## src/hdl/dual_dac_defs.svh

```systemverilog
`ifndef DUAL_DAC_DEFS_SVH
`define DUAL_DAC_DEFS_SVH

// Register offsets
`define OFS_CH0_CODE 6'h10
`define OFS_CH1_CODE 6'h12
`define OFS_UPDATE 6'h18
`define OFS_OUT_CLEAR 6'h1E
`define OFS_CTRL 6'h20
`define OFS_STATUS 6'h22
`define OFS_MASK 6'h24
`define OFS_FIFO_LEVEL 6'h26

// Control field positions
`define CTRL_MODE_LSB 0
`define CTRL_POSTED_BIT 2
`define CTRL_BIPOLAR0_BIT 3
`define CTRL_BIPOLAR1_BIT 4
`define CTRL_TWOS0_BIT 5
`define CTRL_TWOS1_BIT 6
`define CTRL_RESET 7'h00

// Status field positions
`define STAT_UPDREQ_BIT 0
`define STAT_COMPLETE_BIT 1
`define STAT_OVFL_BIT 2

// Data word layout
`define CODE_MSB 11
`define FULL_SCALE 12'hFFF
`define BIP_MAX 12'h7FF

// FIFO
`define FIFO_DEPTH 8
`define FIFO_AW 3

`endif

```

## src/hdl/dual_dac_pkg.sv

```systemverilog
package dual_dac_pkg;

    typedef enum logic [1:0] {
        PATH_DIRECT = 2'b00,
        PATH_FIFO = 2'b01,
        PATH_SERIAL = 2'b11
    } path_t;

    typedef struct packed {
        logic twos1;
        logic twos0;
        logic bipolar1;
        logic bipolar0;
        logic posted;
        path_t path;
    } ctrl_t;

    typedef struct packed {
        logic [5:0] addr;
        logic [15:0] wdata;
        logic wr;
        logic rd;
    } bus_req_t;

    typedef struct packed {
        logic chan;
        logic [11:0] code;
    } fifo_word_t;

endpackage : dual_dac_pkg

```

## src/hdl/dac_word_fifo.sv

```systemverilog
`timescale 1ns/1ns
`default_nettype none
`include "dual_dac_defs.svh"

module dac_word_fifo (
    input wire logic mclk,
    input wire logic sys_rst,
    input wire logic ce,
    input wire logic flush,
    input wire logic push_valid,
    output logic push_ready,
    input wire dual_dac_pkg::fifo_word_t push_data,
    output logic pop_valid,
    input wire logic pop_ready,
    output dual_dac_pkg::fifo_word_t pop_data,
    output logic [`FIFO_AW:0] level
);
    dual_dac_pkg::fifo_word_t mem_r [`FIFO_DEPTH];
    logic [`FIFO_AW-1:0] wp_r;
    logic [`FIFO_AW-1:0] rp_r;
    logic [`FIFO_AW:0] cnt_r;
    logic do_push;
    logic do_pop;

    assign push_ready = (cnt_r != `FIFO_DEPTH);
    assign pop_valid = (cnt_r != '0);
    assign pop_data = mem_r[rp_r];
    assign level = cnt_r;
    // A push into a full queue is dropped, held words stay intact
    assign do_push = push_valid && push_ready && !flush;
    assign do_pop = pop_valid && pop_ready && !flush;

    always_ff @(posedge mclk) begin
        if (ce && do_push) begin
            mem_r[wp_r] <= push_data;
        end
    end

    always_ff @(posedge mclk) begin
        if (sys_rst) begin
            wp_r <= '0;
            rp_r <= '0;
            cnt_r <= '0;
        end else if (ce) begin
            if (flush) begin
                wp_r <= '0;
                rp_r <= '0;
                cnt_r <= '0;
            end else begin
                if (do_push) begin
                    wp_r <= wp_r + 1'b1;
                end
                if (do_pop) begin
                    rp_r <= rp_r + 1'b1;
                end
                cnt_r <= cnt_r + {{`FIFO_AW{1'b0}}, do_push} - {{`FIFO_AW{1'b0}}, do_pop};
            end
        end
    end
endmodule : dac_word_fifo

`default_nettype wire

```

## src/hdl/dual_dac_write_update_control.sv

```systemverilog
// Decided for this implementation: strobed register access.
`timescale 1ns/1ns
`default_nettype none
`include "dual_dac_defs.svh"

// Functional notes
// - Control path field picks direct bus, queued, or serial companion data.
// - Immediate mode drives a written code to its converter at once.
// - Posted mode applies held codes on trigger falling edge or update strobe.
// - Queue used only in posted mode with the queued path, bypassed otherwise.
// - Per-channel bits select unipolar/bipolar and binary/two's complement.
// - Unipolar code is unsigned 0 to 0FFF.
// - Bipolar two's complement code is signed, 07FF largest positive.
// - Write at 10 hex is channel 0 data; immediate loads converter 0.
// - Posted channel 0 value held until update strobe or trigger.
// - Code taken from bits 11..0, bits 15..12 ignored.
// - Channel 0 straight binary unipolar, two's complement bipolar.
// - Write at 12 hex is channel 1 data; immediate loads converter 1.
// - Posted channel 1 value held until update strobe or trigger.
// - Channel 1 straight binary unipolar, two's complement bipolar.
// - Posted write at 18 hex updates both converters, or applies one queued word in queued mode.
// - Posted trigger falling edge updates and sets update request flag.
// - Access at 1E hex empties queue, clears request and complete flags.
module dual_dac_write_update_control (
    input wire logic mclk,
    input wire logic sys_rst,
    input wire logic ce,
    input wire logic [5:0] addr,
    input wire logic [15:0] wdata,
    input wire logic wr,
    input wire logic rd,
    output logic [15:0] rdata,
    input wire logic timer_update_trigger_n,
    input wire logic serial_valid,
    input wire logic serial_chan,
    input wire logic [11:0] serial_code,
    output logic [11:0] output_channel0,
    output logic [11:0] output_channel1,
    output logic output_channel0_load,
    output logic output_channel1_load,
    output logic [11:0] output_channel0_offset_bin,
    output logic [11:0] output_channel1_offset_bin,
    output logic irq
);
    dual_dac_pkg::bus_req_t req;
    dual_dac_pkg::ctrl_t ctrl_r;
    dual_dac_pkg::fifo_word_t fifo_in;
    dual_dac_pkg::fifo_word_t fifo_out;
    logic [11:0] hold0_r;
    logic [11:0] hold1_r;
    logic [11:0] code_w;
    logic [2:0] status_r;
    logic [2:0] mask_r;
    logic [2:0] stat_set;
    logic trig_s1_r;
    logic trig_s2_r;
    logic trig_prev_r;
    logic trig_fall;
    logic wr_ch0;
    logic wr_ch1;
    logic upd_strobe;
    logic clr_strobe;
    logic use_fifo;
    logic update_now;
    logic fifo_ready;
    logic fifo_valid;
    logic fifo_pop;
    logic [`FIFO_AW:0] fifo_level;
    logic [11:0] ser_code_r;
    logic ser_chan_r;
    logic [11:0] ser_code_s1_r;
    logic ser_chan_s1_r;
    logic ser_v_s1_r;
    logic ser_v_s2_r;
    logic ser_v_prev_r;
    logic ser_take;

    assign req = '{addr: addr, wdata: wdata, wr: wr, rd: rd};
    assign code_w = req.wdata[`CODE_MSB:0];
    assign wr_ch0 = req.wr && (req.addr == `OFS_CH0_CODE);
    assign wr_ch1 = req.wr && (req.addr == `OFS_CH1_CODE);
    assign upd_strobe = req.wr && (req.addr == `OFS_UPDATE) && ctrl_r.posted;
    // Clear acts on a read or a write, as either access is a strobe
    assign clr_strobe = (req.wr || req.rd) && (req.addr == `OFS_OUT_CLEAR);
    // Queue only when posted and the queued path is chosen
    assign use_fifo = ctrl_r.posted && (ctrl_r.path == dual_dac_pkg::PATH_FIFO);
    assign trig_fall = trig_prev_r && !trig_s2_r;
    assign update_now = ctrl_r.posted && (trig_fall || upd_strobe);
    assign fifo_in = '{chan: wr_ch1, code: code_w};
    assign fifo_pop = update_now && fifo_valid;
    assign ser_take = ser_v_s2_r && !ser_v_prev_r
        && (ctrl_r.path == dual_dac_pkg::PATH_SERIAL);

    dac_word_fifo u_fifo (
        .mclk(mclk),
        .sys_rst(sys_rst),
        .ce(ce),
        .flush(clr_strobe),
        .push_valid(use_fifo && (wr_ch0 || wr_ch1)),
        .push_ready(fifo_ready),
        .push_data(fifo_in),
        .pop_valid(fifo_valid),
        .pop_ready(update_now),
        .pop_data(fifo_out),
        .level(fifo_level)
    );

    // Trigger and serial strobe are pins: two stages before use
    always_ff @(posedge mclk) begin
        if (sys_rst) begin
            trig_s1_r <= 1'b1;
            trig_s2_r <= 1'b1;
            trig_prev_r <= 1'b1;
            ser_v_s1_r <= 1'b0;
            ser_v_s2_r <= 1'b0;
            ser_v_prev_r <= 1'b0;
        end else if (ce) begin
            trig_s1_r <= timer_update_trigger_n;
            trig_s2_r <= trig_s1_r;
            trig_prev_r <= trig_s2_r;
            ser_v_s1_r <= serial_valid;
            ser_v_s2_r <= ser_v_s1_r;
            ser_v_prev_r <= ser_v_s2_r;
        end
    end

    // Serial word and channel are pins too; they stay steady while the strobe is high,
    // so after two stages they line up with the synchronised strobe edge
    always_ff @(posedge mclk) begin
        if (sys_rst) begin
            ser_code_s1_r <= 12'h000;
            ser_code_r <= 12'h000;
            ser_chan_s1_r <= 1'b0;
            ser_chan_r <= 1'b0;
        end else if (ce) begin
            ser_code_s1_r <= serial_code;
            ser_code_r <= ser_code_s1_r;
            ser_chan_s1_r <= serial_chan;
            ser_chan_r <= ser_chan_s1_r;
        end
    end

    always_ff @(posedge mclk) begin
        if (sys_rst) begin
            ctrl_r <= dual_dac_pkg::ctrl_t'(`CTRL_RESET);
            mask_r <= 3'h0;
        end else if (ce && req.wr) begin
            if (req.addr == `OFS_CTRL) begin
                ctrl_r <= dual_dac_pkg::ctrl_t'(req.wdata[6:0]);
            end
            if (req.addr == `OFS_MASK) begin
                mask_r <= req.wdata[2:0];
            end
        end
    end

    // Holding registers: the value a posted update will apply
    always_ff @(posedge mclk) begin
        if (sys_rst) begin
            hold0_r <= 12'h000;
            hold1_r <= 12'h000;
        end else if (ce) begin
            if (ser_take && !ser_chan_r) begin
                hold0_r <= ser_code_r;
            end else if (wr_ch0 && !use_fifo && ctrl_r.path != dual_dac_pkg::PATH_SERIAL) begin
                hold0_r <= code_w;
            end
            if (ser_take && ser_chan_r) begin
                hold1_r <= ser_code_r;
            end else if (wr_ch1 && !use_fifo && ctrl_r.path != dual_dac_pkg::PATH_SERIAL) begin
                hold1_r <= code_w;
            end
        end
    end

    // Converter codes; the load pulse tells the converter to latch
    always_ff @(posedge mclk) begin
        if (sys_rst) begin
            output_channel0 <= 12'h000;
            output_channel1 <= 12'h000;
            output_channel0_load <= 1'b0;
            output_channel1_load <= 1'b0;
        end else if (ce) begin
            output_channel0_load <= 1'b0;
            output_channel1_load <= 1'b0;
            if (!ctrl_r.posted) begin
                // Immediate mode bypasses the queue whichever bus path is chosen
                if (wr_ch0 && ctrl_r.path != dual_dac_pkg::PATH_SERIAL) begin
                    output_channel0 <= code_w;
                    output_channel0_load <= 1'b1;
                end else if (ser_take && !ser_chan_r) begin
                    output_channel0 <= ser_code_r;
                    output_channel0_load <= 1'b1;
                end
                if (wr_ch1 && ctrl_r.path != dual_dac_pkg::PATH_SERIAL) begin
                    output_channel1 <= code_w;
                    output_channel1_load <= 1'b1;
                end else if (ser_take && ser_chan_r) begin
                    output_channel1 <= ser_code_r;
                    output_channel1_load <= 1'b1;
                end
            end else if (update_now) begin
                // One queued word is applied per update event
                if (use_fifo) begin
                    if (fifo_valid && !fifo_out.chan) begin
                        output_channel0 <= fifo_out.code;
                        output_channel0_load <= 1'b1;
                    end
                    if (fifo_valid && fifo_out.chan) begin
                        output_channel1 <= fifo_out.code;
                        output_channel1_load <= 1'b1;
                    end
                end else begin
                    output_channel0 <= hold0_r;
                    output_channel1 <= hold1_r;
                    output_channel0_load <= 1'b1;
                    output_channel1_load <= 1'b1;
                end
            end
        end
    end

    // Offset-binary view: bipolar two's complement flips the sign bit
    always_ff @(posedge mclk) begin
        if (sys_rst) begin
            output_channel0_offset_bin <= 12'h000;
            output_channel1_offset_bin <= 12'h000;
        end else if (ce) begin
            output_channel0_offset_bin <= output_channel0
                ^ {(ctrl_r.bipolar0 && ctrl_r.twos0), 11'h000};
            output_channel1_offset_bin <= output_channel1
                ^ {(ctrl_r.bipolar1 && ctrl_r.twos1), 11'h000};
        end
    end

    assign stat_set = {use_fifo && (wr_ch0 || wr_ch1) && !fifo_ready,
        use_fifo && fifo_pop && (fifo_level == 1), // Last queued word applied
        ctrl_r.posted && (trig_fall || upd_strobe)};

    // Set wins over either clear, so no event is lost; the clear strobe keeps overflow
    always_ff @(posedge mclk) begin
        if (sys_rst) begin
            status_r <= 3'h0;
        end else if (ce) begin
            if (clr_strobe) begin
                status_r <= (status_r & 3'h4) | stat_set;
            end else if (req.wr && req.addr == `OFS_STATUS) begin
                status_r <= (status_r & ~req.wdata[2:0]) | stat_set;
            end else begin
                status_r <= status_r | stat_set;
            end
        end
    end

    always_ff @(posedge mclk) begin
        if (sys_rst) begin
            irq <= 1'b0;
        end else if (ce) begin
            irq <= |(status_r & mask_r);
        end
    end

    always_ff @(posedge mclk) begin
        if (sys_rst) begin
            rdata <= 16'h0000;
        end else if (ce) begin
            rdata <= 16'h0000;
            if (req.rd) begin
                case (req.addr)
                    `OFS_CTRL: rdata <= {9'h000, ctrl_r};
                    `OFS_STATUS: rdata <= {13'h0000, status_r};
                    `OFS_MASK: rdata <= {13'h0000, mask_r};
                    `OFS_FIFO_LEVEL: rdata <= {{(15-`FIFO_AW){1'b0}}, fifo_level};
                    default: rdata <= 16'h0000;
                endcase
            end
        end
    end
endmodule : dual_dac_write_update_control

`default_nettype wire

```

## config.mk

```make
export PLATFORM = sky130hd
export DESIGN_NAME = dual_dac_write_update_control
export DESIGN_NICKNAME = d
export VERILOG_FILES = /design/src/hdl/dual_dac_pkg.sv /design/src/hdl/dac_word_fifo.sv /design/src/hdl/dual_dac_write_update_control.sv
export VERILOG_INCLUDE_DIRS = /design/src /design/src/hdl
export SDC_FILE = /design/constraint.sdc
export NUM_CORES = 1
export LEC_CHECK = 0
export BUFFER_PORTS_ARGS = -buffer_cell sky130_fd_sc_hd__buf_2
export CAP_MARGIN = 40
export CORE_MARGIN = 5
export CORE_UTILIZATION = 55
export CTS_BUF_LIST = sky130_fd_sc_hd__clkbuf_2 sky130_fd_sc_hd__clkbuf_4 sky130_fd_sc_hd__clkbuf_8
export DETAILED_ROUTE_END_ITERATION = 8
export PLACE_DENSITY = 0.84
export SYNTH_ARGS = -nofsm -noshare
export SYNTH_HDL_FRONTEND = slang
export SYNTH_SLANG_ARGS = --single-unit
```

## constraint.sdc

```tcl
create_clock -name mclk -period 6.4 [get_ports mclk]
set_input_delay 1.28 -clock mclk [delete_from_list [all_inputs] [get_ports mclk]]
set_output_delay 1.28 -clock mclk [all_outputs]
set_load 0.05 [all_outputs]
```

==> metrics.txt, run 1 <==
Int Power 2.463 mW; TritonCTS clock tree yes; most frequent cells in the layout mux2i_1, dfxtp_1, nor2_1, edfxtp_1, buf_2; total die area 22220 µm²; critical path class in2reg; unrepaired setup endpoints after global routing false; maximum number of pins on one net before global-route repair 91; I/O pin total 109; diodes inserted 0; dominant synthesized flop cell dfxtp_1; series of cell instances along the critical path buf_2 > nand2b_1 > nor3_1 > nor3_1 > ha_1 > inv_1 > ha_1 > fa_1 > xor2_1 > nand3_1 > a21oi_1; number of core rows 50; count of final hold-check violations 0; number of antenna-violating nets in the routed design 0; IO Port Bufs 95; count of cells along the worst register-to-register path 5; floorplan die height 149.1 µm; antenna violations before repair 0; placed wire-length estimate 16.16 mm; portion of synthesized cell area occupied by the leading cell type 29.37%; Max Cap Viol 0; horizontal die dimension 149.1 µm; Pwr Density 258.9 nW/µm²; Static Leakage 4.671 nW; outcome complete, no violations; register bit count reported by yosys 244; Crit path required time 6860 ps; Top Family by Delay on Critical Path simple AND/OR/NAND/NOR gates; sequential share of power 52.2%; Non-Filler Instances 1311; clock network fraction of design power 43.6%; per-cell routed wire length 18.48 µm; synthesis-to-finish area growth 14.11%; number of fill cells 1408; Synth Instances 936; via count of the routed design 7588; most common library cell in the layout ignoring fill and taps mux2i_1; Slowest Stage Delay on Critical Path 640 ps; per-instance average area after synthesis 11.36 µm²; Crit. End Element flop; met1 Usage GRT 28.47%; clock insertion delay at the later pin of the skew report 540 ps; maximum clock frequency 292.3 MHz; combinational cell fraction of total power 4.2%; arrival time at the worst endpoint 3880 ps; transition time at the pin with the least slew margin 910.6 ps; biggest area consumer among synthesized cells edfxtp_1; CTS Sinks 244; critical-path cell with the highest stage delay nor3_1; Gates resized, CTS repair 0; area of the multi-input gates 4325 µm²; Crit path buffers/inverters 2; async set-or-reset flop fraction in the synthesized netlist 0%; share of cells above drive strength 1 20.17%; number of nets in the layout 1074; number of buffers added for setup after CTS 0; switching share of power 21.61%; H-tree lvl count 2; total gr overflow 0; Sequential Area 5927 µm²; worst ir drop on vdd 231.0 µV; count of flip-flops with a built-in enable after synthesis 104; worst rel slew slack 37.72%; number of iterations in the first detailed-routing pass 5; number of synthesis warnings 0; overall track demand over capacity in global routing 21.78%; maximum number of buffers from clock root to sink 3; placed cells 1243; crit share post-route 53.45%; clock transition at the register clock pins on the worst setup and hold paths after CTS 60 ps; Tightest Hold Check Type reg2reg; wire length of the first global-routing pass 38.78 mm; met3 usage 4.801%; clock root buffer clkbuf_8; setup violators final 0; hold buffers post-CTS 0; number of buffers created by CTS 38; post-detailed-route DRC marker count 0; top cells by area, synth edfxtp_1, dfxtp_1, mux2i_1; final period demand of the worst path 3421 ps; gp weighted congestion 0.8786; global-route met2 utilization 35.32%; final total negative setup slack 0 ps; routing layer with the top usage in global route met2; final WL 24.23 mm; post-synthesis cell type count 64; Vias/cell 5.788; total net switching power 0.6788 mW; Hold Path Depth 2; max-slew violations 0; end-of-flow core utilization 64.23%; 1st-iter DRT viols 676; post-synth design cell area 10630 µm²; Seq/Total Area, Yosys 55.72%; instance count on the critical path 11; Max Fanout on Critical Path 11; startpoint type of the worst setup path primary input; vias in the first global route 7368; Max Clock Skew 21.72 ps; starting utilization of the core area 56.28%; core box area 18890 µm²
[flip-flops by register name (all words and copies together), names as in the netlist, 3 cells and up, named ones only]
| name | cells |
|---|---|
| ctrl_r | 7 |
| mask_r | 3 |
| hold1_r | 12 |
| output_channel0_offset_bin | 12 |
| output_channel1_offset_bin | 12 |
| u_fifo.mem_r | 104 |
| status_r | 3 |
| output_channel1 | 12 |
| ser_code_s1_r | 12 |
| u_fifo.level | 4 |
| ser_code_r | 12 |
| hold0_r | 12 |
| rdata | 7 |
| output_channel0 | 12 |
| u_fifo.rp_r | 3 |
| u_fifo.wp_r | 3 |
[per-layer routing]
metal	share of wire, %	routed length (µm)
met4	3.7	885
met1	43	10370
met2	47	11410
met3	6.5	1563
met5	0	0
[power by group through the flow]
stage               Sequential (mW)  Clock, mW  Combinational, mW
CTS                            1.64       1.39              0.130
global placement               1.67          0              0.122
floorplan                      1.67          0             0.0841
global route                   1.64       1.46              0.142
finish                         1.64       1.37              0.131
detailed placement             1.67          0              0.129
[tightest hold or removal path: cells and delay by family, from the launching register on]
kind | cells | cell delay [ps]
DFF | 1 | 310
and+or+nand+nor | 1 | 50
AOI/OAI and AO/OA | 1 | 50
[Yosys cell counts (11+ instances only)]
cell,number
a22oi_1,19
clkbuf_1,36
nor2b_1,12
mux2i_1,145
edfxtp_1,104
buf_4,12
buf_2,14
nor2_1,120
a211oi_1,15
inv_1,13
nand3_1,13
a21oi_1,29
buf_1,11
dfxtp_1,140
a311oi_1,12
nor3_1,11
or4_1,11
nand2_1,70
and2_1,15
[kinds of logic (layout without fill, tap and decap cells)]
family,Yosys count,count (layout),synth area share (%)
AO/OA/AOI/OAI,132,132,9.331
XOR/XNOR,4,4,0.3294
adder cells (fa/ha/maj),9,9,1.130
buffers and inverters,90,197,3.977
flip-flops,244,244,55.72
multiplexers,164,164,16.40
other,1,9,0.03526
AND/OR/NAND/NOR,292,292,13.07
[metrics by stage]
stage	cell area, µm²	power [mW]	worst slack [ps]	hold WS [ps]
2_1_floorplan	10660	1.758	2767	442.0
3_3_place_gp	11200	1.795	2491	440.1
3_5_place_dp	11320	1.802	2413	446.3
4_1_cts	12130	3.158	2997	455.4
5_1_grt	12130	3.241	2745	481.2
6_report	12130	3.141	2979	453.4
[area by class of cell]
type | count | area share, %
flip-flops and latches | 244 | 48.85
multi-input cells | 610 | 35.65
clock buffers | 62 | 6.259
repair buffers | 116 | 5.713
well taps | 260 | 2.681
clock inverters | 6 | 0.4537
inverters | 13 | 0.4021
[worst paths after layout]
check	endpoint	slack, ps	from
setup / recovery	u_fifo.level[2]$_SDFFE_PP0P_	2980	addr[1]
hold / removal	rdata[0]$_SDFFE_PP0P_	450	rdata[0]$_SDFFE_PP0P_
setup reg to reg	output_channel0[3]$_SDFFE_PP0P_	3530	flop
hold reg to reg	rdata[0]$_SDFFE_PP0P_	450	rdata[0]$_SDFFE_PP0P_
No activity file was read; power rests on OpenSTA's default activity.
==> inputs of run 2 (changes only) <==
==> constraint.sdc (replaced) <==
create_clock -name mclk -period 3.3 [get_ports mclk]
set_input_delay 0.66 -clock mclk [delete_from_list [all_inputs] [get_ports mclk]]
set_output_delay 0.66 -clock mclk [all_outputs]
set_load 0.05 [all_outputs]
==> metrics.txt, run 2 (synthesis results as in run 1) <==
maximum number of pins on one net before global-route repair 59 (was 91); count of final hold-check violations 0 (unchanged); number of nets in the layout 1084 (was 1074); horizontal die dimension 149.1 µm (unchanged); clock insertion delay at the later pin of the skew report 530 ps (was 540 ps); transition time at the pin with the least slew margin 857.7 ps (was 910.6 ps); Vias/cell 5.792 (was 5.788); final WL 24.94 mm (was 24.23 mm); DP Area 11360 µm² (was 11320 µm²); 1st-iter DRT viols 757 (was 676); CTS Sinks 244 (unchanged); Static Leakage 4.700 nW (was 4.671 nW); crit path setup slack, layout 450.5 ps (was 2979 ps); H-tree lvl count 2 (unchanged); gp weighted congestion 0.8971 (was 0.8786); DR WL met2 11.74 mm (was 11.41 mm); flip-flop count of the largest register, all copies and words added 104 (unchanged); met3 routed WL 1.888 mm (was 1.563 mm); maximum clock frequency 350.9 MHz; final period demand of the worst path 2849 ps; number of buffers added for setup after CTS 0 (unchanged); Max Fanout on Critical Path 3 (was 11); Pwr Density 501.1 nW/µm² (was 258.9 nW/µm²); wire length of the first global-routing pass 39.56 mm (was 38.78 mm); TritonCTS clock tree yes (unchanged); max-slew violations 0 (unchanged); number of core rows 50 (unchanged); Crit path required time 3740 ps (was 6860 ps); largest register by flop count u_fifo.mem_r (unchanged); placed wire-length estimate 16.55 mm (was 16.16 mm); number of antenna-violating nets in the routed design 0 (unchanged); share of cells above drive strength 1 20.70% (was 20.17%); worst rel slew slack 41.34% (was 37.72%); antenna violations before repair 0 (unchanged); maximum number of buffers from clock root to sink 3 (unchanged); Gates resized, CTS repair 0 (unchanged); core box area 18890 µm² (unchanged); Crit. End Element flop (unchanged); Max Clock Skew 20.67 ps (was 21.72 ps); per-cell routed wire length 18.92 µm (was 18.48 µm); critical path class reg2reg (was in2reg); worst ir drop on vdd 428.9 µV (was 231.0 µV); starting utilization of the core area 56.28% (unchanged); vias in the first global route 7415 (was 7368); summed area of non-filler cells in the final layout 12160 µm² (was 12130 µm²); most common library cell in the layout ignoring fill and taps mux2i_1 (unchanged); hold buffers post-CTS 0 (unchanged); IO Port Bufs 95 (unchanged); number of iterations in the first detailed-routing pass 5 (unchanged); clock transition at the register clock pins on the worst setup and hold paths after CTS 60 ps (about the same); post-placement worst setup slack 72.04 ps (was 2413 ps); most frequent cells in the layout mux2i_1, dfxtp_1, nor2_1, edfxtp_1, buf_2 (unchanged); floorplan die height 149.1 µm (unchanged); setup violators final 0 (unchanged); synthesis-to-finish area growth 14.34% (was 14.11%); via count of the routed design 7634 (was 7588); highest metal used met4 (unchanged); I/O pin total 109 (unchanged); Max Cap Viol 0 (unchanged); outcome complete, no violations (unchanged); final total negative setup slack 0 ps (unchanged); number of buffers created by CTS 39 (was 38); total gr overflow 0 (unchanged); total die area 22220 µm² (unchanged); post-detailed-route DRC marker count 0 (unchanged); crit share post-route 86.35%; metal1 wirelength 10.49 mm (was 10.37 mm); clock root buffer clkbuf_8 (unchanged); diodes inserted 0 (unchanged); Tightest Hold Check Type in2reg (was reg2reg); unrepaired setup endpoints after global routing false (unchanged); startpoint type of the worst setup path flop (was primary input); overall track demand over capacity in global routing 22.33% (was 21.78%); arrival time at the worst endpoint 3290 ps (was 3880 ps)
## run 2: path summary, 6_finish.rpt
kind	startpoint	to	slack [ps]	cells past startpoint
worst max-delay path	u_fifo.level[2]$_SDFFE_PP0P_	u_fifo.level[3]$_SDFFE_PP0P_	450	13
worst min-delay path	serial_code[4]	ser_code_s1_r[4]$_SDFFE_PP0P_	370	3
worst max register to register	u_fifo.level[2]$_SDFFE_PP0P_	u_fifo.level[3]$_SDFFE_PP0P_	450	13
worst min register to register	rdata[4]$_SDFFE_PP0P_	rdata[4]$_SDFFE_PP0P_	460	2
## run 2: where the power goes
group | internal (mW) | total (mW) | leakage, nW | switching (mW)
Sequential | 3.16 | 3.18 | 2.06 | 0.0177
Combinational | 0.0791 | 0.252 | 2.21 | 0.173
Clock | 1.53 | 2.66 | 0.430 | 1.13
## run 2: metrics by stage
step	hold slack [ps]	instances	utilization (%)	power, mW
after floorplan	442.0	944	-	3.410
after global placement	439.6	1252	60.11	3.487
after detailed placement	455.7	1252	60.11	3.494
after CTS	347.7	1318	64.36	6.131
after global routing	360.2	1318	64.36	6.316
final	366.9	1318	64.36	6.093
## run 2: critical path, stage by stage, from the launching register on
cell     delay [ps]
dfxtp_1         390
inv_1           100
ha_1            230
or3b_2          230
nand2_1          70
nor3_1          370
ha_1            240
inv_1            60
ha_1            270
a21o_1          180
a21oi_1         160
xor2_1          170
nand3_1         120
a21oi_1         190
## run 2: layer usage
metal	global-route usage (%)	vias to the layer above
met4	8.421	0
met2	36.59	320
met1	29.51	3642
met3	4.406	66
li1	-	3606
met5	0	-
## run 2: layout make-up
cell class / instances / area [µm²]
clock inverter: 9 / 92.59
fill: 1457 / 6734
inverter: 13 / 48.80
tap: 260 / 325.3
multi-input combinational: 610 / 4325
clock buffer: 57 / 709.4
timing repair buffer: 125 / 730.7
sequential: 244 / 5927
==> inputs of run 3 (changes only) <==
--- a/config.mk
+++ b/config.mk
@@ -6,13 +6,15 @@
 export SDC_FILE = /design/constraint.sdc
 export NUM_CORES = 1
 export LEC_CHECK = 0
+export ABC_CLOCK_PERIOD_IN_PS = 3300
 export BUFFER_PORTS_ARGS = -buffer_cell sky130_fd_sc_hd__buf_2
 export CAP_MARGIN = 40
 export CORE_MARGIN = 5
-export CORE_UTILIZATION = 55
+export CORE_UTILIZATION = 40
 export CTS_BUF_LIST = sky130_fd_sc_hd__clkbuf_2 sky130_fd_sc_hd__clkbuf_4 sky130_fd_sc_hd__clkbuf_8
 export DETAILED_ROUTE_END_ITERATION = 8
-export PLACE_DENSITY = 0.84
+export PLACE_DENSITY = 0.67
+export SLEW_MARGIN = 10
 export SYNTH_ARGS = -nofsm -noshare
 export SYNTH_HDL_FRONTEND = slang
 export SYNTH_SLANG_ARGS = --single-unit
==> metrics.txt, run 3 (synthesis results as in run 1) <==
setup violators final 0 (unchanged); Max Cap Viol 0 (unchanged); horizontal die dimension 173.1 µm (was 149.1 µm); antenna violations before repair 0 (unchanged); clock transition at the register clock pins on the worst setup and hold paths after CTS 60 ps (about the same); flip-flop count of the largest register, all copies and words added 104 (unchanged); number of buffers created by CTS 39 (unchanged); overall power consumption 6.083 mW (was 6.093 mW); gp weighted congestion 0.8201 (was 0.8971); clock network fraction of design power 43.4% (was 43.6%); floorplan die height 173.1 µm (was 149.1 µm); Non-Filler Instances 1400 (was 1318); worst min-delay path startpoint serial_code[9] (was serial_code[4]); H-tree lvl count 2 (unchanged); worst ir drop on vdd 327.1 µV (was 428.9 µV); count of cells along the worst register-to-register path 12 (was 13); worst rel slew slack 45.82% (was 41.34%); combinational cell fraction of total power 4.3% (was 4.1%); Hold Path Depth 3 (unchanged); IO Port Bufs 95 (unchanged); most common library cell in the layout ignoring fill and taps mux2i_1 (unchanged); starting utilization of the core area 40.69% (was 56.28%); final WL 25.80 mm (was 24.94 mm); Gates resized, CTS repair 0 (unchanged); most frequent cells in the layout mux2i_1, dfxtp_1, nor2_1, edfxtp_1, buf_2 (unchanged); end-of-flow core utilization 47.06% (was 64.36%); hold buffers post-CTS 0 (unchanged); wire length of the first global-routing pass 41.10 mm (was 39.56 mm); clock root buffer clkbuf_8 (unchanged); arrival time at the worst endpoint 3190 ps (was 3290 ps); crit share post-route 82.57% (was 86.35%); worst-case hold path end point ser_code_s1_r[9]$_SDFFE_PP0P_ (was ser_code_s1_r[4]$_SDFFE_PP0P_); Tightest Hold Check Type in2reg (unchanged); crit path setup slack, layout 575.3 ps (was 450.5 ps); switching share of power 22.04% (was 21.69%); clock insertion delay at the later pin of the skew report 530 ps (about the same); Pwr Density 494.7 nW/µm² (was 501.1 nW/µm²); post-placement worst setup slack 303.6 ps (was 72.04 ps); via count of the routed design 7407 (was 7634); final total negative setup slack 0 ps (unchanged); per-cell routed wire length 18.43 µm (was 18.92 µm); I/O pin total 109 (unchanged); max-slew violations 0 (unchanged); number of fill cells 2434 (was 1457); count of final hold-check violations 0 (unchanged); placed wire-length estimate 17.12 mm (was 16.55 mm); share of cells above drive strength 1 21.13% (was 20.70%); CTS Sinks 244 (unchanged); core box area 26130 µm² (was 18890 µm²); Int Power 4.742 mW (was 4.772 mW); synthesis-to-finish area growth 15.64% (was 14.34%); maximum clock frequency 367.0 MHz (was 350.9 MHz); transition time at the pin with the least slew margin 809.7 ps (was 857.7 ps); Static Leakage 4.719 nW (was 4.700 nW); outcome complete, no violations (unchanged); placed cells 1328 (was 1252); Max Fanout on Critical Path 3 (unchanged); final period demand of the worst path 2725 ps (was 2849 ps); number of buffers added for setup after CTS 0 (unchanged); maximum number of buffers from clock root to sink 3 (unchanged); 1st-iter DRT viols 486 (was 757); origin of the critical flop-to-flop path u_fifo.level[2]$_SDFFE_PP0P_ (unchanged); vias in the first global route 7319 (was 7415); Vias/cell 5.291 (was 5.792); sequential share of power 52.3% (was 52.2%); unrepaired setup endpoints after global routing false (unchanged); Max Clock Skew 15.68 ps (was 20.67 ps); overall track demand over capacity in global routing 16.81% (was 22.33%); number of nets in the layout 1086 (was 1084); summed area of non-filler cells in the final layout 12300 µm² (was 12160 µm²); startpoint type of the worst setup path flop (unchanged); maximum number of pins on one net before global-route repair 56 (was 59); largest register by flop count u_fifo.mem_r (unchanged); diodes inserted 0 (unchanged); worst hold slack 366.2 ps (was 366.9 ps); post-detailed-route DRC marker count 0 (unchanged); number of antenna-violating nets in the routed design 0 (unchanged); number of iterations in the first detailed-routing pass 5 (unchanged); total die area 29950 µm² (was 22220 µm²); Crit. End Element flop (unchanged); Crit path required time 3760 ps (was 3740 ps); critical path class reg2reg (unchanged); DP Area 11460 µm² (was 11360 µm²); total gr overflow 0 (unchanged); r2r endpoint u_fifo.level[2]$_SDFFE_PP0P_ (was u_fifo.level[3]$_SDFFE_PP0P_); TritonCTS clock tree yes (unchanged); total net switching power 1.341 mW (was 1.321 mW); number of core rows 59 (was 50); setup slack on the worst flop-to-flop path 580 ps (was 450 ps)
## run 3: cell types whose count changed in the layout (fill, tap and decap cells not counted), sizes merged
cell,change
buf,+2
clkbuf,+4
clkinvlp,+1
bufinv,-1
inv,+1
## run 3: routing by layer
metal	track usage, %	up-vias	part of all wire (%)	wire [µm]
li1	-	3612	-	-
met1	22.78	3557	46	11990
met2	27.37	201	47	12050
met3	3.275	37	4.9	1271
met4	5.254	0	1.9	488
met5	0	-	0	0
## run 3: cell type report
| class | count | area [µm²] | area share (%) |
|---|---|---|---|
| timing repair buffer | 127 | 765.7 | 6.227 |
| tap | 335 | 419.2 | 3.409 |
| sequential | 244 | 5927 | 48.20 |
| clock buffer | 61 | 733.2 | 5.963 |
| clock inverter | 10 | 77.57 | 0.6309 |
| inverter | 13 | 48.80 | 0.3968 |
| multi-input combinational | 610 | 4325 | 35.18 |
## run 3: critical path, cell delays in order, from the launching register on
cell and delay, ps:
dfxtp_1 340, inv_1 100, ha_1 200, or3b_2 470, nand2_1 100, nor3_1 90
ha_1 300, inv_1 40, ha_1 200, fa_1 410, xor2_1 160, nand3_1 90
a21oi_1 150
## run 3: power groups by stage
stage | clock [mW] | sequential [mW] | combinational, mW
floorplan | 0 | 3.25 | 0.163
global placement | 0 | 3.24 | 0.250
detailed placement | 0 | 3.25 | 0.255
CTS | 2.71 | 3.18 | 0.256
global route | 2.85 | 3.18 | 0.283
finish | 2.64 | 3.18 | 0.259
## run 3: worst max path at each step
| stage | to | slack (ps) | depth (start not counted) | start |
|---|---|---|---|---|
| 2_1_floorplan | u_fifo.mem_r[0][0]$_DFFE_PP_ | 290 | 6 | addr[5] |
| 3_3_place_gp | u_fifo.level[3]$_SDFFE_PP0P_ | 320 | 12 | addr[2] |
| 3_5_place_dp | u_fifo.level[3]$_SDFFE_PP0P_ | 300 | 12 | addr[2] |
| 4_1_cts | u_fifo.level[2]$_SDFFE_PP0P_ | 570 | 12 | u_fifo.level[2]$_SDFFE_PP0P_ |
| 5_1_grt | u_fifo.level[2]$_SDFFE_PP0P_ | 370 | 12 | u_fifo.level[2]$_SDFFE_PP0P_ |
| 6_report | u_fifo.level[2]$_SDFFE_PP0P_ | 580 | 12 | u_fifo.level[2]$_SDFFE_PP0P_ |
